===== src/sau_consts.vh =====
`ifndef SAU_CONSTS_VH
`define SAU_CONSTS_VH
// register byte offsets, low address bits only
`define SAU_A_CTRL    5'h00
`define SAU_A_TYPE    5'h04
`define SAU_A_SELECT  5'h08
`define SAU_A_BASE    5'h0c
`define SAU_A_LIMIT   5'h10
`define SAU_A_FSTAT   5'h14
`define SAU_A_FADDR   5'h18
// region store
`define SAU_NREG      8
`define SAU_NREG_B    8'h08
`define SAU_IDX_W     3
`define SAU_ADDR_HI   31
`define SAU_ADDR_LO   5
`define SAU_LOW_ZERO  5'h00
`define SAU_LOW_ONES  5'h1f
// limit register fields
`define SAU_L_NSC     1
`define SAU_L_EN      0
// control register fields
`define SAU_C_ALL_MEMORY_NONSECURE   1
`define SAU_C_EN      0
// fault status bits
`define SAU_F_LAZYACT 7
`define SAU_F_AVALID  6
`define SAU_F_LAZYPRE 5
`define SAU_F_BADTRAN 4
`define SAU_F_AVIOL   3
`define SAU_F_BADRET  2
`define SAU_F_BADSIG  1
`define SAU_F_BADENT  0
`define SAU_F_W       8
// bus answers and protection bits
`define SAU_RESP_OK   2'h0
`define SAU_RESP_ERR  2'h2
`define SAU_PROT_PRIV 0
`define SAU_PROT_NS   1
`endif


===== src/sau_attribution.v =====
// What this block does
// - select register holds 8-bit region index
// - region index undefined after warm reset
// - non-secure accesses read zero, writes ignored
// - one shared register copy, not banked
// - base holds address bits 31:5, low zero
// - limit holds bits 31:5, low bits ones
// - limit bit 1 marks non-secure callable
// - limit bit 0 enables selected region
// - status bit 7 lazy activation error
// - status bit 6 fault address valid
// - status bit 5 lazy preservation violation
// - status bit 4 bad domain transition
// - status bit 3 attribution violation, with exceptions
// - status bit 2 bad non-secure exception return
// - status bit 1 bad stack signature
// - status bit 0 bad secure entry point
// - fault address captures violating access address
// - overlapping regions give most secure attribute
// - only privileged access, unprivileged faults
// - disabled unit: all-nonsecure bit decides attribute
`timescale 1ns/1ps
`include "sau_consts.vh"

module sau_attribution (
  input  wire        clk,               // 50 MHz clock
  input  wire        rst_b,             // async reset, low
  input  wire [31:0] s_axi_awaddr,      // write address
  input  wire [2:0]  s_axi_awprot,      // write protection
  input  wire        s_axi_awvalid,     // write address valid
  output reg         s_axi_awready,     // write address ready
  input  wire [31:0] s_axi_wdata,       // write data
  input  wire [3:0]  s_axi_wstrb,       // write strobes
  input  wire        s_axi_wvalid,      // write data valid
  output reg         s_axi_wready,      // write data ready
  output reg  [1:0]  s_axi_bresp,       // write response
  output reg         s_axi_bvalid,      // write response valid
  input  wire        s_axi_bready,      // write response ready
  input  wire [31:0] s_axi_araddr,      // read address
  input  wire [2:0]  s_axi_arprot,      // read protection
  input  wire        s_axi_arvalid,     // read address valid
  output reg         s_axi_arready,     // read address ready
  output reg  [31:0] s_axi_rdata,       // read data
  output reg  [1:0]  s_axi_rresp,       // read response
  output reg         s_axi_rvalid,      // read data valid
  input  wire        s_axi_rready,      // read data ready
  input  wire [31:0] lk_addr,           // core lookup address
  output reg         lk_hit_q,          // lookup hit an enabled region
  output reg         lk_secure_q,       // lookup attribute secure
  output reg         lk_nsc_q,          // lookup non-secure callable
  input  wire [31:0] ev_addr,           // address of faulting access
  input  wire        ev_lazy_act_err,   // lazy activation error pulse
  input  wire        ev_attr_viol,      // attribution violation pulse
  input  wire        ev_in_lazy,        // violation during lazy preserve
  input  wire        ev_vector,         // violation on vector fetch
  input  wire        ev_bad_tran,       // unflagged secure to ns branch
  input  wire        ev_ns_return,      // exception return from ns
  input  wire        ev_ret_dcrs,       // default callee stacking bit
  input  wire        ev_ret_es,         // exception secure bit
  input  wire        ev_bad_sig,        // bad stack signature pulse
  input  wire        ev_ns_entry,       // ns call or exception entry
  input  wire        ev_entry_gateway,  // entry target is gateway
  input  wire        ev_other_exc,      // other fault clears valid
  output reg  [7:0]  fault_status_q,    // sticky fault flags
  output reg  [31:0] fault_addr_q       // captured fault address
);

  // ==========================================================
  // register state
  // ==========================================================
  reg [7:0]  sel_q;
  reg [26:0] base_q  [0:`SAU_NREG-1];
  reg [26:0] limit_q [0:`SAU_NREG-1];
  reg [`SAU_NREG-1:0] nsc_q;
  reg [`SAU_NREG-1:0] ren_q;
  reg        en_q;
  reg        all_memory_nonsecure_q;
  reg        aw_full_q;
  reg        w_full_q;
  reg [4:0]  aw_addr_q;
  reg [2:0]  aw_prot_q;
  reg [31:0] w_data_q;

  wire [`SAU_IDX_W-1:0] sidx = sel_q[`SAU_IDX_W-1:0];
  wire       sel_ok = (sel_q < `SAU_NREG_B);

  // region fields other than the enable and callable bits come out of reset unknown;
  // a region only takes part in matching once its enable is set, so
  // an unwritten window can never attribute an address.
  // software is expected to program base and limit before the enable.

  // ==========================================================
  // attribution and decode
  // ==========================================================
  // per-region window match, computed outside the function so that
  // every register the match depends on is seen as an operand and a
  // change of configuration is reflected at once.
  wire [`SAU_NREG-1:0] lk_m;
  wire [`SAU_NREG-1:0] ev_m;
  genvar r;
  generate
    for (r = 0; r < `SAU_NREG; r = r + 1) begin : g_match
      assign lk_m[r] = ren_q[r] &&
                       lk_addr >= {base_q[r], `SAU_LOW_ZERO} &&
                       lk_addr <= {limit_q[r], `SAU_LOW_ONES};
      assign ev_m[r] = ren_q[r] &&
                       ev_addr >= {base_q[r], `SAU_LOW_ZERO} &&
                       ev_addr <= {limit_q[r], `SAU_LOW_ONES};
    end
  endgenerate

  // returns {hit, secure, nsc} from the region matches
  // a callable match is the secure outcome, so it wins over any
  // plain non-secure region that overlaps it.
  function [2:0] attr;
    input [`SAU_NREG-1:0] m;
    input [`SAU_NREG-1:0] n;
    input                 e;
    input                 al;
    reg h;
    reg c;
    begin
      h = |m;
      c = |(m & n);
      if (!e)
        attr = {1'b0, ~al, 1'b0};
      else if (!h)
        attr = 3'b010;                               // no match: secure, not callable
      else
        attr = {1'b1, c, c};
    end
  endfunction

  // returns {mapped, error} for an access
  function [1:0] chk;
    input [4:0] a;
    input [2:0] p;
    reg m;
    begin
      m = (a == `SAU_A_CTRL) || (a == `SAU_A_TYPE) ||
          (a == `SAU_A_SELECT) || (a == `SAU_A_BASE) ||
          (a == `SAU_A_LIMIT) || (a == `SAU_A_FSTAT) ||
          (a == `SAU_A_FADDR);
      chk = {m, ~m | ~p[`SAU_PROT_PRIV]};
    end
  endfunction

  wire [2:0] lk_a = attr(lk_m, nsc_q, en_q, all_memory_nonsecure_q);
  wire [2:0] ev_a = attr(ev_m, nsc_q, en_q, all_memory_nonsecure_q);

  // ==========================================================
  // write channel
  // ==========================================================
  // address and data are parked in holding flops, taken in any order;
  // the register update happens one edge after both are present and
  // the response is raised at that same edge.
  // ready stays low on a channel while its item is parked, so a second
  // write cannot overtake the first.
  // the response is never raised while an earlier one still waits.
  wire aw_hs = s_axi_awvalid & s_axi_awready;
  wire w_hs  = s_axi_wvalid & s_axi_wready;
  wire do_wr = aw_full_q & w_full_q & ~s_axi_bvalid;
  wire [1:0] wchk = chk(aw_addr_q, aw_prot_q);
  // full-word writes assumed; strobes not decoded
  wire wr_ok = do_wr & ~wchk[0] & ~aw_prot_q[`SAU_PROT_NS];
  wire aw_full_d = do_wr ? 1'b0 : (aw_full_q | aw_hs);
  wire w_full_d  = do_wr ? 1'b0 : (w_full_q | w_hs);

  always @(posedge clk or negedge rst_b) begin
    if (!rst_b) begin
      aw_full_q     <= 1'b0;
      w_full_q      <= 1'b0;
      aw_addr_q     <= 5'h00;
      aw_prot_q     <= 3'h0;
      w_data_q      <= 32'h0000_0000;
      s_axi_awready <= 1'b0;
      s_axi_wready  <= 1'b0;
      s_axi_bvalid  <= 1'b0;
      s_axi_bresp   <= `SAU_RESP_OK;
    end else begin
      aw_full_q     <= aw_full_d;
      w_full_q      <= w_full_d;
      s_axi_awready <= ~aw_full_d;
      s_axi_wready  <= ~w_full_d;
      if (aw_hs) begin
        aw_addr_q <= s_axi_awaddr[4:0];
        aw_prot_q <= s_axi_awprot;
      end
      if (w_hs)
        w_data_q <= s_axi_wdata;
      if (do_wr) begin
        s_axi_bvalid <= 1'b1;
        s_axi_bresp  <= wchk[0] ? `SAU_RESP_ERR : `SAU_RESP_OK;
      end else if (s_axi_bready)
        s_axi_bvalid <= 1'b0;
    end
  end

  // ==========================================================
  // control and region registers
  // ==========================================================
  always @(posedge clk or negedge rst_b) begin
    if (!rst_b) begin
      en_q    <= 1'b0;
      all_memory_nonsecure_q <= 1'b0;
    end else if (wr_ok && aw_addr_q == `SAU_A_CTRL) begin
      en_q    <= w_data_q[`SAU_C_EN];
      all_memory_nonsecure_q <= w_data_q[`SAU_C_ALL_MEMORY_NONSECURE];
    end
  end

  // index has no reset: undefined until written
  // an index beyond the implemented regions selects nothing: base and
  // limit writes are dropped and reads return zero.
  always @(posedge clk) begin
    if (wr_ok && aw_addr_q == `SAU_A_SELECT)
      sel_q <= w_data_q[7:0];
  end

  genvar g;
  generate
    for (g = 0; g < `SAU_NREG; g = g + 1) begin : g_reg
      wire hit_w = wr_ok & sel_ok & (sidx == g);
      always @(posedge clk) begin
        if (hit_w && aw_addr_q == `SAU_A_BASE)
          base_q[g] <= w_data_q[`SAU_ADDR_HI:`SAU_ADDR_LO];
        if (hit_w && aw_addr_q == `SAU_A_LIMIT)
          limit_q[g] <= w_data_q[`SAU_ADDR_HI:`SAU_ADDR_LO];
      end
      always @(posedge clk or negedge rst_b) begin
        if (!rst_b) begin
          ren_q[g] <= 1'b0;
          nsc_q[g] <= 1'b0;
        end else if (hit_w && aw_addr_q == `SAU_A_LIMIT) begin
          nsc_q[g] <= w_data_q[`SAU_L_NSC];
          ren_q[g] <= w_data_q[`SAU_L_EN];
        end
      end
    end
  endgenerate

  // ==========================================================
  // fault status and address
  // ==========================================================
  // events are one-cycle pulses with their qualifiers alongside.
  // a set and a software clear in one cycle: the set wins, so no
  // fault raised while software is clearing the flags is lost.
  // the captured address follows the same priority over a write.
  // another exception clears only the address-valid flag.
  reg [7:0] set_m;
  reg [7:0] clr_m;
  wire bad_ent = ev_ns_entry & ev_a[1] & (~ev_entry_gateway | ~ev_a[0]);
  wire cap     = ev_attr_viol | bad_ent;

  always @* begin
    set_m = 8'h00;
    set_m[`SAU_F_LAZYACT] = ev_lazy_act_err;
    set_m[`SAU_F_AVALID]  = cap;
    set_m[`SAU_F_LAZYPRE] = ev_attr_viol & ev_in_lazy;
    set_m[`SAU_F_BADTRAN] = ev_bad_tran;
    set_m[`SAU_F_AVIOL]   = ev_attr_viol & ~ev_in_lazy & ~ev_vector;
    set_m[`SAU_F_BADRET]  = ev_ns_return & (~ev_ret_dcrs | ev_ret_es);
    set_m[`SAU_F_BADSIG]  = ev_bad_sig;
    set_m[`SAU_F_BADENT]  = bad_ent;
    clr_m = 8'h00;
    if (wr_ok && aw_addr_q == `SAU_A_FSTAT)
      clr_m = w_data_q[`SAU_F_W-1:0];
    clr_m[`SAU_F_AVALID] = clr_m[`SAU_F_AVALID] | ev_other_exc;
  end

  always @(posedge clk or negedge rst_b) begin
    if (!rst_b)
      fault_status_q <= 8'h00;
    else
      fault_status_q <= (fault_status_q & ~clr_m) | set_m;
  end

  always @(posedge clk or negedge rst_b) begin
    if (!rst_b)
      fault_addr_q <= 32'h0000_0000;
    else if (cap)
      fault_addr_q <= ev_addr;
    else if (wr_ok && aw_addr_q == `SAU_A_FADDR)
      fault_addr_q <= w_data_q;
  end

  // ==========================================================
  // read channel
  // ==========================================================
  // the read is decoded from the request itself and registered at
  // the accepting edge; arready drops until the data is taken, so the
  // held data cannot be overwritten by a following request.
  // unprivileged and unmapped reads answer with an error and zero.
  wire [1:0] rchk = chk(s_axi_araddr[4:0], s_axi_arprot);
  wire ar_hs = s_axi_arvalid & s_axi_arready;
  reg [31:0] rd_v;

  always @* begin
    rd_v = 32'h0000_0000;
    case (s_axi_araddr[4:0])
      `SAU_A_CTRL:   rd_v = {30'h0, all_memory_nonsecure_q, en_q};
      `SAU_A_TYPE:   rd_v = {24'h0, `SAU_NREG_B};
      `SAU_A_SELECT: rd_v = {24'h0, sel_q};
      `SAU_A_BASE:   rd_v = sel_ok ? {base_q[sidx], `SAU_LOW_ZERO} : 32'h0;
      `SAU_A_LIMIT:  rd_v = sel_ok ? {limit_q[sidx], 3'h0, nsc_q[sidx],
                                      ren_q[sidx]} : 32'h0;
      `SAU_A_FSTAT:  rd_v = {24'h0, fault_status_q};
      `SAU_A_FADDR:  rd_v = fault_addr_q;
      default:       rd_v = 32'h0000_0000;
    endcase
    if (rchk[0] || s_axi_arprot[`SAU_PROT_NS])
      rd_v = 32'h0000_0000;
  end

  always @(posedge clk or negedge rst_b) begin
    if (!rst_b) begin
      s_axi_arready <= 1'b0;
      s_axi_rvalid  <= 1'b0;
      s_axi_rdata   <= 32'h0000_0000;
      s_axi_rresp   <= `SAU_RESP_OK;
    end else if (ar_hs) begin
      s_axi_arready <= 1'b0;
      s_axi_rvalid  <= 1'b1;
      s_axi_rdata   <= rd_v;
      s_axi_rresp   <= rchk[0] ? `SAU_RESP_ERR : `SAU_RESP_OK;
    end else if (s_axi_rvalid) begin
      if (s_axi_rready) begin
        s_axi_rvalid  <= 1'b0;
        s_axi_arready <= 1'b1;
      end
    end else
      s_axi_arready <= 1'b1;
  end

  // ==========================================================
  // core lookup port
  // ==========================================================
  // the answer is registered: it belongs to the address presented one
  // cycle earlier. during reset the attribute reads secure, the safe
  // default for any address.
  always @(posedge clk or negedge rst_b) begin
    if (!rst_b) begin
      lk_hit_q    <= 1'b0;
      lk_secure_q <= 1'b1;
      lk_nsc_q    <= 1'b0;
    end else begin
      lk_hit_q    <= lk_a[2];
      lk_secure_q <= lk_a[1];
      lk_nsc_q    <= lk_a[0];
    end
  end

endmodule // sau_attribution


===== config.mk =====
export PLATFORM = sky130hd
export DESIGN_NAME = sau_attribution
export DESIGN_NICKNAME = d
export VERILOG_FILES = /design/src/sau_attribution.v
export VERILOG_INCLUDE_DIRS = /design/src
export SDC_FILE = /design/constraint.sdc
export NUM_CORES = 2
export LEC_CHECK = 0
export BUFFER_PORTS_ARGS = -buffer_cell sky130_fd_sc_hd__buf_4
export CAP_MARGIN = 10
export CORE_MARGIN = 2
export CORE_UTILIZATION = 53
export CTS_BUF_LIST = sky130_fd_sc_hd__clkbuf_2 sky130_fd_sc_hd__clkbuf_4 sky130_fd_sc_hd__clkbuf_8
export DETAILED_ROUTE_END_ITERATION = 7
export PLACE_DENSITY = 0.79
export SLEW_MARGIN = 20
export SYNTH_ARGS = -nofsm -noshare
export SYNTH_HDL_FRONTEND = slang
export SYNTH_SLANG_ARGS = --single-unit

===== constraint.sdc =====
create_clock -name clk -period 3.9 [get_ports clk]
set_input_delay 0.78 -clock clk [delete_from_list [all_inputs] [get_ports clk]]
set_output_delay 0.78 -clock clk [all_outputs]
set_load 0.02 [all_outputs]

==> metrics.json <==
{
  "die": {
    "fp.dieArea_sq_mm": 0.0843,
    "pin_count": 273,
    "die_height_microns": 290,
    "initial_core_util_pct": 53.3,
    "fp.dieW_microns": 290,
    "coreArea_sq_mm": 0.0816,
    "rows": 105
  },
  "synth": {
    "postSynth.topFlopCell": "sky130_fd_sc_hd__edfxtp_1",
    "yosysWarnings": 0,
    "synth_cell_type_count": 82,
    "syn-instance-count": 3890,
    "async_flop_share_pct": 24.1,
    "synth.avg_cell_area_sq_um": 11.2,
    "syn-cell-area_sq_mm": 0.0435,
    "ys_ff_latch": 584,
    "seq_area_frac_synth_pct": 38.7,
    "number_of_flops_mapped_to_enable_cells_by_yosys": 440
  },
  "drt": {
    "routed_met2_length_microns": 76900,
    "drt-initial-drc-count": 4309,
    "wl_met1_microns": 62600,
    "top_signal_layer_used": "met5",
    "routed_wirelength_microns": 174000,
    "vias": 37864,
    "ant_nets_after_route": 0,
    "wire_per_inst_microns": 29.9,
    "route.detailed.drc": 0,
    "route.detailed.vias_per_inst": 6.51,
    "met3WireLength_microns": 17900,
    "drtPass1Iterations": 6
  },
  "sta": {
    "max_slew.worst_pin.slew_ps": 1040,
    "layout_min_cycle_time_ps": 4040,
    "slack_of_the_critical_path_ps": -142,
    "hold_viol_final": 0,
    "tightest_slew_margin_relative_to_the_limit_pct": 30.4,
    "hold_slack_ps": 29.5,
    "report.final.slew_viol_count": 0,
    "post-route-period-util_pct": 104,
    "clock_skew_ps": 44.5,
    "report.final.setup_viol": 30,
    "setup-tns-final_ps": -3090,
    "rsz_0062_raised_after_global_routing": "yes",
    "timing.fmax_mhz": 247
  },
  "finish": {
    "finish.net_count": 5703,
    "share_of_post_route_cells_with_drive_strength_above_1_pct": 25.1,
    "area_delta_synth_final_pct": 21.6
  },
  "clock_network": {
    "cts-hold-fix-buffers": 0,
    "clock_transition_at_the_registers_of_the_reported_paths_ps": 60,
    "cts_tree": "yes",
    "ctsRootBufferMaster": "sky130_fd_sc_hd__clkbuf_8",
    "cts_htree_levels": 3,
    "clock_tree.buffer_depth": 3,
    "cts-buffers-inserted": 102,
    "worst_skew_pair.late_latency_ps": 770,
    "clock_sinks": 584
  },
  "place": {
    "dpl.hpwl_microns": 137000,
    "port-buffer-count": 210,
    "final_weighted_congestion_of_routability_driven_global_placement": 1.08
  },
  "critical_path": {
    "worst-endpoint-required_ps": 4520,
    "critical_path_stages": 18,
    "path_max_fanout": 7,
    "critical-path-slowest-cell": "sky130_fd_sc_hd__a2111oi_1",
    "worstSetupStartpointType": "primary input",
    "crit_type": "primary input to register",
    "crit-reg2reg-capture": "fault_addr_q[24]",
    "reg2regPathDepth": 16,
    "worstPathCellList": "buf_4 > buf_4 > buf_4 > ha_1 > buf_4 > a21oi_1 > o21ai_0 > buf_4 > a2111oi_1 > a32oi_1 > nand2_1 > a32oi_1 > o221a_1 > a31o_1 > a41o_4 > buf_6 > clkbuf_16 > mux2_4",
    "ff2ff_setup_slack_ps": -100,
    "r2r_path_start": "limit_q[3][22]",
    "cp.buffers_inverters": 7,
    "timing.critical_path.slowest_cell_delay_ps": 890,
    "signal_arrival_time_at_the_worst_endpoint_ps": 4660,
    "crit_path_frequent_cell": "sky130_fd_sc_hd__buf_4",
    "cell_class_contributing_the_biggest_share_of_worst_path_delay": "compound AO/OA/AOI/OAI gates",
    "crit_path_end_kind": "register"
  },
  "status": {
    "failing_checks": "negative setup slack",
    "run_status": "complete, but fails checks"
  },
  "power": {
    "power_per_cell_area_mw_per_mm2": 334,
    "ir_worst_vdd_mv": 0.413,
    "total_leakage_power_nw": 24.5
  },
  "job": {
    "cap_viol_max_count": 0
  },
  "hold_path": {
    "worstHoldPathType": "primary input to asynchronous set/reset pin"
  },
  "global_route": {
    "grt_antenna_before_repair": 8,
    "grt_start_max_net_pins": 64,
    "via_count_of_the_first_global_routing_pass": 38245,
    "wire_length_of_the_first_global_routing_pass_microns": 249000,
    "globalRoute.totalOverflow": 0,
    "groute.usage.overall_pct": 40.7
  }
}
==> layout make-up <==
| type | count | area, sq um |
|---|---|---|
| timing repair buffer | 724 | 5770 |
| sequential | 584 | 16800 |
| clock inverter | 46 | 404 |
| antenna | 4 | 10.0 |
| tap | 1070 | 1340 |
| inverter | 457 | 1720 |
| fill | 6320 | 28700 |
| multi-input combinational | 2781 | 24900 |
| clock buffer | 147 | 1880 |
==> placed cells by master (no fill, tap or decap), types with 9 or more instances in the layout <==
cell and n:
sky130_fd_sc_hd__o211ai_1 19, sky130_fd_sc_hd__dfrtp_1 140, sky130_fd_sc_hd__o21ai_0 172, sky130_fd_sc_hd__clkinv_1 14
sky130_fd_sc_hd__mux2_2 90, sky130_fd_sc_hd__clkbuf_8 124, sky130_fd_sc_hd__or3_1 9, sky130_fd_sc_hd__buf_4 696
sky130_fd_sc_hd__a22oi_1 15, sky130_fd_sc_hd__nand2_1 215, sky130_fd_sc_hd__mux2i_1 53, sky130_fd_sc_hd__mux2_4 28
sky130_fd_sc_hd__buf_12 23, sky130_fd_sc_hd__a31oi_1 12, sky130_fd_sc_hd__a21oi_1 294, sky130_fd_sc_hd__and4_1 22
sky130_fd_sc_hd__nor2_1 101, sky130_fd_sc_hd__clkinv_2 20, sky130_fd_sc_hd__o22ai_1 22, sky130_fd_sc_hd__inv_1 456
sky130_fd_sc_hd__nor4_1 26, sky130_fd_sc_hd__clkbuf_4 23, sky130_fd_sc_hd__mux4_2 112, sky130_fd_sc_hd__ha_1 863
sky130_fd_sc_hd__edfxtp_1 440, sky130_fd_sc_hd__a21o_1 138, sky130_fd_sc_hd__nand3_1 87, sky130_fd_sc_hd__nand4_1 131
sky130_fd_sc_hd__a211oi_1 41, sky130_fd_sc_hd__and3_1 17, sky130_fd_sc_hd__o21a_1 19, sky130_fd_sc_hd__a2111oi_0 9
sky130_fd_sc_hd__nor2_4 17, sky130_fd_sc_hd__nand2b_1 21, sky130_fd_sc_hd__a221oi_1 19, sky130_fd_sc_hd__nor2b_1 32
sky130_fd_sc_hd__nor3_1 47
==> worst max path at each step <==
stage	from	to	slack (ps)
2_1_floorplan	ev_addr[30]	fault_addr_q[10]	130
3_3_place_gp	ev_addr[27]	fault_addr_q[16]	-840
3_5_place_dp	ev_addr[27]	fault_addr_q[19]	-870
4_1_cts	base_q[7][10]	fault_addr_q[19]	0.5
5_1_grt	limit_q[6][18]	fault_addr_q[24]	-180
6_report	ev_addr[27]	fault_addr_q[24]	-140
==> registers in the layout, indices dropped and copies added (netlist names), 2 cells and up, named ones only <==
name and cells:
base_q 216, limit_q 216, fault_addr_q 32, s_axi_rdata 32, w_data_q 32, fault_status_q 8, nsc_q 8, ren_q 8
sel_q 8, aw_addr_q 5, aw_prot_q 2
==> where the power goes <==
part | switching (W) | internal [W] | leakage, nW
Sequential | 0.00107 | 0.00768 | 5.72
Clock | 0.00280 | 0.00357 | 1.21
Combinational | 0.00138 | 0.00113 | 17.6
==> synthesized netlist by cell type, drive strengths merged, types with 5 or more instances <==
cell     count  area, sq um
nor3        49          250
a221oi      20          175
mux2i       53          531
or3         10         62.6
o2111ai      7         61.3
inv        457         1720
nand3       87          435
o21ai      174          871
mux2       118         1430
nand2      216          811
o22ai       22          138
mux4       112         2520
or2          7         43.8
buf         19          134
o211ai      19          143
or4          7         52.6
a21oi      296         1480
nand3b       6         45.0
edfxtp     440        13200
a211o        5         43.8
o21bai       5         37.5
a211oi      45          338
a22oi       16          120
and2         9         57.6
a31oi       12         75.1
nor4        31          200
o21a        19          143
and3        17          106
nor2b       32          200
nand2b      21          131
o31ai       10         75.1
nor2       118          443
dfrtp      140         3500
ha         864        10800
a2111oi     13          115
a32oi        8         70.1
and4        22          193
a21boi       5         37.5
a21o       138         1040
clkbuf      50          188
a22o         8         70.1
nand4      131          820
==> layer usage <==
layer  global-route usage, %  vias to the layer above
met5                       0                        -
met4                    32.2                        4
met3                    8.70                      718
met2                    63.4                     2355
met1                    49.1                    18372
li1                        -                    16415
==> kinds of logic (layout without fill, tap and decap cells) <==
logic type / after synthesis / in the layout / synth area share [%]
adders and majority gates: 864 / 864 / 24.9
AOI/OAI and AO/OA: 859 / 859 / 12.4
and+or+nand+nor: 773 / 773 / 9.07
DFF: 584 / 584 / 38.7
buffers and inverters: 526 / 1374 / 4.69
muxes: 283 / 283 / 10.3
other: 1 / 6 / 0.00863
==> metrics by stage <==
step	utilization (%)	power (W)	worst slack (ps)	area, sq um	instances
after CTS	64.6	0.0175	0.473	52700	5805
after detailed placement	61.7	0.0112	-875	50300	5609
after global routing	64.8	0.0181	-185	52800	5810
final	64.8	0.0176	-142	52900	5813
after global placement	61.7	0.0111	-842	50300	5609
after floorplan	-	0.00952	131	43500	3891
==> repair_timing <==
action,4_1_cts,5_1_grt
setup buffers,3,5
gates cloned,0,1
setup endpoints to repair,33,35
pin swaps,8,18
gates resized for setup,16,15
endpoints found under the hold margin,0,0
Note: power is estimated with default switching activity, not from simulation.
